`config.mk`:
```
export PLATFORM = sky130hd
export DESIGN_NAME = msl_serial_line
export DESIGN_NICKNAME = d
export VERILOG_FILES = /design/src/pkg/msl_pkg.sv /design/src/core/msl_edge_sync.sv /design/src/core/msl_serial_line.sv
export VERILOG_INCLUDE_DIRS = /design/src /design/src/pkg
export SDC_FILE = /design/constraint.sdc
export NUM_CORES = 1
export LEC_CHECK = 0
export BUFFER_PORTS_ARGS = -buffer_cell sky130_fd_sc_hd__buf_2
export CAP_MARGIN = 20
export CORE_MARGIN = 2
export CORE_UTILIZATION = 25
export CTS_CLUSTER_DIAMETER = 150
export CTS_CLUSTER_SIZE = 14
export DETAILED_ROUTE_END_ITERATION = 8
export GPL_ROUTABILITY_DRIVEN = 0
export PLACE_DENSITY_LB_ADDON = 0.2
export SLEW_MARGIN = 20
export SYNTH_ARGS = -nofsm -noshare
export SYNTH_HDL_FRONTEND = slang
export SYNTH_SLANG_ARGS = --single-unit
```
`constraint.sdc`:
```
create_clock -name i_clk -period 6.2 [get_ports i_clk]
set_clock_uncertainty 0.1 [all_clocks]
set_input_delay 0.62 -clock i_clk [delete_from_list [all_inputs] [get_ports i_clk]]
set_output_delay 0.62 -clock i_clk [all_outputs]
set_load 0.1 [all_outputs]
```
`src/pkg/msl_map.svh`:
```
`ifndef MSL_MAP_SVH
`define MSL_MAP_SVH
`define MSL_SYNCH_MIN_BITS 4'h8
`define MSL_EOC_CLOCKS 2'h2
`define MSL_DRIBBLE_MAX 3'h5
`define MSL_RECOVER_CLOCKS 6'h28
`define MSL_HEARTBEAT_CLOCKS 7'h40
`define MSL_JAM_BITS 7'h20
`define MSL_PREAMBLE_BITS 7'h40
`endif

```
`src/pkg/msl_pkg.sv`:
```
package msl_pkg;
  typedef enum logic [2:0] {
    MSL_TX_IDLE = 3'b000,
    MSL_TX_PRE = 3'b001,
    MSL_TX_DATA = 3'b010,
    MSL_TX_JAM = 3'b011,
    MSL_TX_HB = 3'b100
  } msl_tx_state_t;
  typedef enum logic [1:0] {
    MSL_RX_IDLE = 2'b00,
    MSL_RX_PRE = 2'b01,
    MSL_RX_DATA = 2'b10,
    MSL_RX_END = 2'b11
  } msl_rx_state_t;
endpackage

```
`src/core/msl_edge_sync.sv`:
```
`timescale 1ns/1ps
`default_nettype none
// Two-flop synchroniser with rising edge flag on the second stage
module msl_edge_sync (
  input wire logic i_clk,
  input wire logic i_reset_n,
  input wire logic i_async,
  output logic o_level,
  output logic o_rise
);
  logic meta_reg;
  logic sync_reg;
  logic last_reg;
  logic [2:0] arm_reg;
  always_ff @(posedge i_clk or negedge i_reset_n)
  begin
    if (!i_reset_n)
    begin
      meta_reg <= 1'b0;
      sync_reg <= 1'b0;
      last_reg <= 1'b0;
      arm_reg <= 3'h0;
    end
    else
    begin
      meta_reg <= i_async;
      sync_reg <= meta_reg;
      last_reg <= sync_reg;
      arm_reg <= {arm_reg[1:0], 1'b1};
    end
  end
  assign o_level = sync_reg;
  // No edge until both stages hold real pin samples after reset
  assign o_rise = sync_reg & ~last_reg & arm_reg[2];
endmodule
`default_nettype wire

```
`src/core/msl_serial_line.sv`:
```
`timescale 1ns/1ps
`default_nettype none
`include "msl_map.svh"
// Operation
// - Transmit enable rises with the first preamble bit, which is a one.
// - First two consecutive ones during preamble mark synch.
// - End of carrier needs carrier low for two receive clocks.
// - Up to five dribble bits after last byte raise no error.
// - End-of-receive processing completes within forty receive clocks.
// - Watch collision 64 transmit clocks after enable drops; else flag heartbeat.
// - On collision finish current byte, then jam within one to eight clocks; in preamble the code jams after the preamble and one full byte.
// - Jam is exactly thirty-two one bits.
module msl_serial_line (
  input wire logic i_clk,
  input wire logic i_reset_n,
  input wire logic i_rx_line_clock,
  input wire logic i_rx_data,
  input wire logic i_carrier_sense_in,
  input wire logic i_tx_line_clock,
  input wire logic i_collision_in,
  input wire logic i_tx_start,
  input wire logic [7:0] i_tx_byte,
  input wire logic i_tx_last,
  output logic o_tx_byte_taken,
  output logic o_tx_line_enable,
  output logic o_tx_data,
  output logic o_heartbeat_missing_flag,
  output logic o_tx_collided,
  output logic o_tx_busy,
  output logic [7:0] o_rx_byte,
  output logic o_rx_byte_valid,
  output logic o_rx_frame_done,
  output logic o_rx_error,
  output logic o_rx_busy
);
  logic rxc_rise;
  logic crs_lvl;
  logic rxd_lvl;
  logic txc_rise;
  logic col_lvl;
  logic rxd_meta_reg;
  logic rxd_sync_reg;
  logic col_meta_reg;
  logic col_sync_reg;
  msl_edge_sync u_rxc (.i_clk(i_clk), .i_reset_n(i_reset_n), .i_async(i_rx_line_clock),
    .o_level(), .o_rise(rxc_rise));
  msl_edge_sync u_crs (.i_clk(i_clk), .i_reset_n(i_reset_n), .i_async(i_carrier_sense_in),
    .o_level(crs_lvl), .o_rise());
  msl_edge_sync u_txc (.i_clk(i_clk), .i_reset_n(i_reset_n), .i_async(i_tx_line_clock),
    .o_level(), .o_rise(txc_rise));
  // Data and collision delayed to match the clock edge path
  always_ff @(posedge i_clk or negedge i_reset_n)
  begin
    if (!i_reset_n)
    begin
      rxd_meta_reg <= 1'b0;
      rxd_sync_reg <= 1'b0;
      col_meta_reg <= 1'b0;
      col_sync_reg <= 1'b0;
    end
    else
    begin
      rxd_meta_reg <= i_rx_data;
      rxd_sync_reg <= rxd_meta_reg;
      col_meta_reg <= i_collision_in;
      col_sync_reg <= col_meta_reg;
    end
  end
  assign rxd_lvl = rxd_sync_reg;
  assign col_lvl = col_sync_reg;

  function automatic logic eoc_seen(input logic carrier_sense_in, input logic [1:0] low_cnt);
    eoc_seen = !carrier_sense_in && low_cnt == `MSL_EOC_CLOCKS - 2'h1;
  endfunction

  // Receive side
  msl_pkg::msl_rx_state_t rx_state_reg;
  logic prev_one_reg;
  logic [1:0] crs_low_cnt_reg;
  logic [2:0] bit_cnt_reg;
  logic [7:0] shift_reg;
  logic [5:0] rec_cnt_reg;
  always_ff @(posedge i_clk or negedge i_reset_n)
  begin
    if (!i_reset_n)
    begin
      rx_state_reg <= msl_pkg::MSL_RX_IDLE;
      prev_one_reg <= 1'b0;
      crs_low_cnt_reg <= 2'h0;
      bit_cnt_reg <= 3'h0;
      shift_reg <= 8'h00;
      rec_cnt_reg <= 6'h00;
      o_rx_byte <= 8'h00;
      o_rx_byte_valid <= 1'b0;
      o_rx_frame_done <= 1'b0;
      o_rx_error <= 1'b0;
      o_rx_busy <= 1'b0;
    end
    else
    begin
      o_rx_byte_valid <= 1'b0;
      o_rx_frame_done <= 1'b0;
      if (rxc_rise)
      begin
        if (crs_lvl)
          crs_low_cnt_reg <= 2'h0;
        else if (crs_low_cnt_reg != `MSL_EOC_CLOCKS)
          crs_low_cnt_reg <= crs_low_cnt_reg + 2'h1;
        case (rx_state_reg)
          msl_pkg::MSL_RX_IDLE:
          begin
            prev_one_reg <= 1'b0;
            if (crs_lvl)
            begin
              rx_state_reg <= msl_pkg::MSL_RX_PRE;
              o_rx_busy <= 1'b1;
              o_rx_error <= 1'b0;
              prev_one_reg <= rxd_lvl;
            end
          end
          msl_pkg::MSL_RX_PRE:
          begin
            prev_one_reg <= rxd_lvl;
            if (eoc_seen(crs_lvl, crs_low_cnt_reg))
            begin
              rx_state_reg <= msl_pkg::MSL_RX_END;
              rec_cnt_reg <= 6'h00;
            end
            else if (prev_one_reg && rxd_lvl)
            begin
              rx_state_reg <= msl_pkg::MSL_RX_DATA;
              bit_cnt_reg <= 3'h0;
            end
          end
          msl_pkg::MSL_RX_DATA:
          begin
            if (eoc_seen(crs_lvl, crs_low_cnt_reg))
            begin
              // Partial byte is dribble; tolerated up to the limit
              o_rx_error <= (bit_cnt_reg > `MSL_DRIBBLE_MAX);
              rx_state_reg <= msl_pkg::MSL_RX_END;
              rec_cnt_reg <= 6'h00;
            end
            else if (crs_lvl || crs_low_cnt_reg != 2'h0)
            begin
              shift_reg <= {rxd_lvl, shift_reg[7:1]};
              bit_cnt_reg <= bit_cnt_reg + 3'h1;
              if (bit_cnt_reg == 3'h7)
              begin
                o_rx_byte <= {rxd_lvl, shift_reg[7:1]};
                o_rx_byte_valid <= 1'b1;
              end
            end
          end
          msl_pkg::MSL_RX_END:
          begin
            rec_cnt_reg <= rec_cnt_reg + 6'h01;
            if (rec_cnt_reg == 6'h00)
              o_rx_frame_done <= 1'b1;
            if (rec_cnt_reg == `MSL_RECOVER_CLOCKS - 6'h01 || rec_cnt_reg == 6'h03)
            begin
              rx_state_reg <= msl_pkg::MSL_RX_IDLE;
              o_rx_busy <= 1'b0;
            end
          end
          default: rx_state_reg <= msl_pkg::MSL_RX_IDLE;
        endcase
      end
    end
  end

  // Transmit side
  msl_pkg::msl_tx_state_t tx_state_reg;
  logic [6:0] tx_cnt_reg;
  logic [7:0] tx_shift_reg;
  logic tx_last_reg;
  logic col_seen_reg;
  always_ff @(posedge i_clk or negedge i_reset_n)
  begin
    if (!i_reset_n)
    begin
      tx_state_reg <= msl_pkg::MSL_TX_IDLE;
      tx_cnt_reg <= 7'h00;
      tx_shift_reg <= 8'h00;
      tx_last_reg <= 1'b0;
      col_seen_reg <= 1'b0;
      o_tx_line_enable <= 1'b0;
      o_tx_data <= 1'b0;
      o_tx_byte_taken <= 1'b0;
      o_heartbeat_missing_flag <= 1'b0;
      o_tx_collided <= 1'b0;
      o_tx_busy <= 1'b0;
    end
    else
    begin
      o_tx_byte_taken <= 1'b0;
      if (col_lvl && tx_state_reg != msl_pkg::MSL_TX_IDLE && tx_state_reg != msl_pkg::MSL_TX_HB)
        col_seen_reg <= 1'b1;
      if (txc_rise)
      begin
        case (tx_state_reg)
          msl_pkg::MSL_TX_IDLE:
          begin
            o_tx_line_enable <= 1'b0;
            o_tx_data <= 1'b0;
            if (i_tx_start)
            begin
              tx_state_reg <= msl_pkg::MSL_TX_PRE;
              o_tx_line_enable <= 1'b1;
              o_tx_data <= 1'b1;
              tx_cnt_reg <= 7'h01;
              col_seen_reg <= 1'b0;
              o_tx_collided <= 1'b0;
              o_heartbeat_missing_flag <= 1'b0;
              o_tx_busy <= 1'b1;
            end
          end
          msl_pkg::MSL_TX_PRE:
          begin
            // Alternating preamble ending in 11 synch
            o_tx_data <= (tx_cnt_reg == `MSL_PREAMBLE_BITS - 7'h01) ? 1'b1 : ~tx_cnt_reg[0];
            tx_cnt_reg <= tx_cnt_reg + 7'h01;
            if (tx_cnt_reg == `MSL_PREAMBLE_BITS - 7'h01)
            begin
              tx_state_reg <= msl_pkg::MSL_TX_DATA;
              tx_shift_reg <= i_tx_byte;
              tx_last_reg <= i_tx_last;
              o_tx_byte_taken <= 1'b1;
              tx_cnt_reg <= 7'h00;
            end
          end
          msl_pkg::MSL_TX_DATA:
          begin
            o_tx_data <= tx_shift_reg[0];
            tx_shift_reg <= {1'b0, tx_shift_reg[7:1]};
            tx_cnt_reg <= tx_cnt_reg + 7'h01;
            if (tx_cnt_reg[2:0] == 3'h7)
            begin
              tx_cnt_reg <= 7'h00;
              if (col_seen_reg || col_lvl)
              begin
                tx_state_reg <= msl_pkg::MSL_TX_JAM;
                o_tx_collided <= 1'b1;
              end
              else if (tx_last_reg)
                tx_state_reg <= msl_pkg::MSL_TX_JAM;
              else
              begin
                tx_shift_reg <= i_tx_byte;
                tx_last_reg <= i_tx_last;
                o_tx_byte_taken <= 1'b1;
              end
            end
          end
          msl_pkg::MSL_TX_JAM:
          begin
            if (o_tx_collided && tx_cnt_reg != `MSL_JAM_BITS)
            begin
              o_tx_data <= 1'b1;
              tx_cnt_reg <= tx_cnt_reg + 7'h01;
            end
            else
            begin
              o_tx_line_enable <= 1'b0;
              o_tx_data <= 1'b0;
              tx_state_reg <= msl_pkg::MSL_TX_HB;
              tx_cnt_reg <= 7'h00;
              col_seen_reg <= 1'b0;
            end
          end
          msl_pkg::MSL_TX_HB:
          begin
            tx_cnt_reg <= tx_cnt_reg + 7'h01;
            if (col_lvl)
              col_seen_reg <= 1'b1;
            if (tx_cnt_reg == `MSL_HEARTBEAT_CLOCKS - 7'h01)
            begin
              o_heartbeat_missing_flag <= ~(col_seen_reg | col_lvl);
              tx_state_reg <= msl_pkg::MSL_TX_IDLE;
              o_tx_busy <= 1'b0;
            end
          end
          default: tx_state_reg <= msl_pkg::MSL_TX_IDLE;
        endcase
      end
    end
  end
endmodule
`default_nettype wire

```
# Word-level counts from Yosys, hierarchy flattened
# Index checks and enable logic that the tools add are counted.
[classes]
addsub = 4
order_cmp = 1
n_eq_ne = 33
n_mux = 81
n_bitwise = 10
reduce_logical = 44
[ops]
columns = ["op", "n"]
rows = [
  ["$mux W1", 37],
  ["$pmux W7 S5", 1],
  ["$mux W3", 11],
  ["$mux W8", 4],
  ["$mux W7", 4],
  ["$ne A2 B2 Y1 const B", 14],
  ["$reduce_bool A2 Y1", 11],
  ["$reduce_and A5 Y1", 4],
  ["$pmux W1 S2", 9],
  ["$pmux W8 S2", 1],
  ["$reduce_and A4 Y1", 4],
  ["$pmux W3 S5", 1],
  ["$mux W2", 7],
  ["$pmux W6 S2", 1],
  ["$reduce_and A3 Y1", 4],
  ["$eq A3 B3 Y1 const B", 3],
  ["$ne A3 B3 Y1 const B", 3],
  ["$pmux W2 S4", 1],
  ["$add A7 B1 Y7 const B", 1],
  ["$eq A7 B6 Y1 const B", 1],
  ["$ne A7 B6 Y1 const B", 1],
  ["$reduce_and A7 Y1", 1],
  ["$add A6 B1 Y6 const B", 1],
  ["$eq A3 B2 Y1 const B", 2],
  ["28 further kinds", 46],
]
[word_totals]
register_bits = 78
input_bits = 17
output_inout_bits = 18

# Longest topological paths before layout
[logic_depth]
depth_word = 7
ltp_mapped = 8

# Hierarchy
# From an unflattened synthesis, not the netlist that was laid out.
[unflattened]
cells_unflattened = 352
hier_area_um2 = 3801.1
[modules_own_cells]
columns = ["module", "instances", "cells_per_inst", "area_per_inst_um2"]
rows = [
  ["msl_serial_line", 1, 328, 3313.2],
  ["msl_edge_sync", 3, 8, 162.7],
]

# Worst setup path before layout
# No wires, ideal clock.
[synth_path]
path_kind = "register to register"
from = "register tx_cnt_reg[0]"
to = "register tx_cnt_reg[0]"
arrival_time_ps = 1881
t_required_ps = 6010
slack_ps = 4129
path_stages_with_launch = 8
period_less_slack_ps = 2071
cell_sequence = "dfrtp_1 > ha_1 > ha_1 > nand2b_1 > mux2_2 > o221ai_2 > nand3_1 > o221ai_1"
[synth_via]
elab_chain_len = 4
elab_cells_between_ends = 9
cone_classes = "add/sub: 1; eq/ne: 3; mux: 4; reduce/logical: 1"
[synth_lines]
columns = ["element", "line", "text"]
rows = [
  ["start: declaration", "msl_serial_line.sv:174", "logic [6:0] tx_cnt_reg;"],
  ["start signal: assignment", "msl_serial_line.sv:222", "tx_cnt_reg <= tx_cnt_reg + 7'h01;"],
  ["start signal: assignment", "msl_serial_line.sv:236", "tx_cnt_reg <= tx_cnt_reg + 7'h01;"],
  ["start signal: assignment", "msl_serial_line.sv:260", "tx_cnt_reg <= tx_cnt_reg + 7'h01;"],
  ["branches (longest 3 deep; another with $add A7 B1 Y7)", "--", ""],
  ["$pmux W7 S5 (*)", "msl_serial_line.sv:201", "case (tx_state_reg)"],
]
# Every way passes the cells marked *.
# A chain may end at the register's enable or synchronous reset.

# Final worst setup path
[layout_path]
from = "register tx_state_reg[0]"
to = "register tx_shift_reg[3]"
[layout_via]
elab_chain_len = 3
elab_cells_between_ends = 6
cone_classes = "eq/ne: 3; mux: 1; reduce/logical: 2"
[layout_lines]
columns = ["element", "line", "text"]
rows = [
  ["start: declaration", "msl_serial_line.sv:173", "msl_pkg::msl_tx_state_t tx_state_reg;"],
  ["start signal: assignment", "msl_serial_line.sv:182", "tx_state_reg <= msl_pkg::MSL_TX_IDLE;"],
  ["start signal: assignment", "msl_serial_line.sv:208", "tx_state_reg <= msl_pkg::MSL_TX_PRE;"],
  ["start signal: assignment", "msl_serial_line.sv:225", "tx_state_reg <= msl_pkg::MSL_TX_DATA;"],
  ["$eq A3 B1 Y1 or $eq A3 B2 Y1 (tied branches)", "msl_serial_line.sv:201", ""],
  ["$ne A2 B2 Y1 (no source line) or $reduce_bool A2 Y1 (tied branches)", "--", ""],
  ["$reduce_and A3 Y1 (no source line)", "--", ""],
  ["end signal: assignment", "msl_serial_line.sv:226", "tx_shift_reg <= i_tx_byte;"],
  ["end signal: assignment", "msl_serial_line.sv:235", "tx_shift_reg <= {1'b0, tx_shift_reg[7:1]};"],
  ["end signal: assignment", "msl_serial_line.sv:249", "tx_shift_reg <= i_tx_byte;"],
  ["end: declaration", "msl_serial_line.sv:175", "logic [7:0] tx_shift_reg;"],
]
# Parallel ways exist; a longest one is shown, timed or not.

==> results.yml <==
layout:
  fill_cells: 1447
  drive_above_1_share_pct: 22.0
  nets: 400
  syn_to_final_growth_pct: 19.2
  diodes: 0
detailed_routing:
  first_pass_iters: 4
  ant_nets: 0
  drc: 0
  vias: 2533
  drt_iter0_drc: 163
  viasPerCell: 4.58
  routedWlPerCell_um: 13.4
  totalWireLength_um: 7400
synthesis:
  synth-edff-count: 0
  synthAdderAreaFrac_pct: 5.20
  yosysWarnings: 0
  ys_ff_latch: 74
  synthMuxAreaShare_pct: 11.3
  synth.distinct_cells: 50
  syn_avg_cell_area_um2: 10.9
  synth-main-ff-cell: "dfrtp_1"
  synth_fp_nets: 364
  synth_top_family_by_area: "compound AO/OA/AOI/OAI gates"
  synth-compound-area-share_pct: 14.9
  synth.cell_area_um2: 3610
  async_flop_share_pct: 100
  yosysSeqAreaShare_pct: 51.4
  synth_xor_area_share_pct: 0.243
  synth-simple-area-share_pct: 13.5
  postSynthCellCount: 332
sta:
  fin_crit_sh_pct: 38.6
  holdWs_ps: 80.5
  tns_ps: 0
  rsz0062_at_grt: "no"
  hold_viol_final: 0
  finalCriticalPeriod_ps: 2390
  maxSlewViolCount: 0
  setup_viol: 0
  relSlewSlack_pct: 63.8
  tightest_slew_ps: 538
  fmax_ghz: 0.418
critical_path:
  critPathBufInv: 0
  crit_family: "multiplexers"
  crit_chain: "nor2_2, nand2_1, a31oi_2, mux2_1, mux2_1"
  startpoint_type: "flip-flop"
  cp_max_fo: 17
  cp.arrival_ps: 2510
  cp_common_cell: "mux2_1"
  crit_type: "flip-flop to flip-flop"
  max_stage_delay_ps: 560
  cp-end-kind: "flip-flop"
  cp.required_ps: 6320
  crit_path_top_delay_cell: "dfrtp_1"
global_route:
  globalRoute.totalOverflow: 0
  grt_pass1_wl_um: 12300
  grtUsageMet1_pct: 13.9
  grt_max_degree: 75
  use_met2_pct: 15.5
  grt.busiest_layer: "met2"
  grt_pass1_vias: 2462
  antenna_found_initial: 0
  gr-usage-all-layers_pct: 10.5
  grtUsageMet3_pct: 3.98
power:
  finalPower_mw: 1.53
  powerDensity_nw_per_um2: 355
  ir_drop_v: 0.000167
  power.leakage_nw: 1.95
floorplan:
  die_y_um: 124
  die-area_um2: 15400
  chipWidth_um: 124
  num_rows: 43
  io_pins: 35
  core-area_um2: 14000
  start_util_pct: 25.8
clock_network:
  cts.sinks: 74
  h-tree-depth: 3
  clk_pin_slew_worst_paths_ps: 60
  cts_tree: "built"
  cts_buffer_depth: 2
  cts_resized: 0
  cts_buffers: 9
  cts_setup_buffers: 0
  cts_root_buffer: "clkbuf_16"
  insertion_delay_ps: 340
  holdBufCountCts: 0
place:
  dp_hpwl_um: 4980
  port_buffers: 34
run:
  cap_viol_max_count: 0
hold_path:
  hold_path_class: "input pin to asynchronous set/reset pin"
run_status:
  outcome: "complete, no violations"
cells by family (layout without fill, tap and decap cells):
group                    count (synthesis)  in the layout
AND/OR/NAND/NOR                         93             93
flip-flops                              74             74
AO/OA/AOI/OAI                           79             79
multiplexers                            37             37
buffers and inverters                   32             73
adder cells (fa/ha/maj)                 15             15
XOR/XNOR                                 1              1
other                                    1              1
through the flow:
step | util (%) | cells | setup WS (ps) | area, um^2
after global placement | 28.3 | 536 | 3870 | 3960
after global routing | 30.7 | 553 | 3650 | 4300
final | 30.7 | 553 | 3810 | 4300
after detailed placement | 28.3 | 536 | 3830 | 3960
after floorplan | - | 332 | 4130 | 3610
after CTS | 30.5 | 552 | 3820 | 4270
final cells by class:
| type | count | area, um^2 | share of cell area, % |
|---|---|---|---|
| Inverter | 22 | 82.6 | 1.92 |
| Sequential cell | 74 | 1850 | 43.1 |
| Tap cell | 180 | 225 | 5.24 |
| Clock inverter | 6 | 70.1 | 1.63 |
| Multi-Input combinational cell | 226 | 1630 | 37.9 |
| Timing Repair Buffer | 35 | 200 | 4.66 |
| Clock buffer | 10 | 239 | 5.56 |
cell usage after synthesis (all sizes together), types with 4 or more instances:
master	number	share of area (%)
inv	22	2.3
o22ai	7	1.2
nand2b	7	1.2
nor3	5	0.69
mux2i	6	1.7
a21oi	18	2.5
clkbuf	7	0.73
nand2	28	2.9
nand3	14	2.1
o21ai	28	4.0
a21o	4	0.83
a22o	6	1.5
nor2	14	1.5
mux2	31	9.7
nor2b	6	1.0
dfrtp	74	51
ha	15	5.2
layer usage:
layer	share of wire [%]	wire length, um	up-vias
met3	5.7	423	11
li1	-	-	1255
met2	42	3120	64
met5	0	0	-
met4	1.9	138	0
met1	50	3710	1203
where the power goes:
group          total, mW  switching [mW]  internal [mW]
clock              0.544           0.217          0.328
sequential         0.616          0.0690          0.547
combinational      0.367           0.236          0.132
total               1.53           0.521           1.01
worst paths after layout:
kind	to	cells past startpoint	slack (ps)	startpoint
worst max-delay path	tx_shift_reg[3]	5	3810	tx_state_reg[0]
worst min-delay path	tx_shift_reg[5]	1	80	i_reset_n
min in group i_clk	u_txc.arm_reg[1]	0	250	u_txc.arm_reg[0]
max in group asynchronous	o_rx_byte_valid	2	5350	i_reset_n
worst min register to register	u_txc.arm_reg[1]	0	250	u_txc.arm_reg[0]
worst max register to register	tx_shift_reg[3]	5	3810	tx_state_reg[0]
cells in the final DEF (no fill, tap or decap), types with 2 or more instances in the layout:
master     synthesis  routed
ha_1              15      15
o31ai_1            2       2
and4_1             2       2
nor3_1             5       5
buf_2              3      33
nand4_1            2       2
a21oi_1           18      18
a21o_1             4       4
mux2_1             9       9
nand2_1           28      28
nand2b_1           7       7
a32o_1             2       2
mux2i_1            6       6
dfrtp_1           74      74
inv_1             22      22
nor2b_1            6       6
nor2_1            13      13
mux2_2            22      22
o21ai_0           18      18
nand3_1           13      13
clkbuf_16          0       9
or3_1              3       3
nor3b_1            2       2
a22o_1             6       6
o21ai_1            9       9
o22ai_1            7       7
inv_6              0       4
nand3b_1           2       2
and3b_1            3       3
Power figures use the tool's default switching activity.
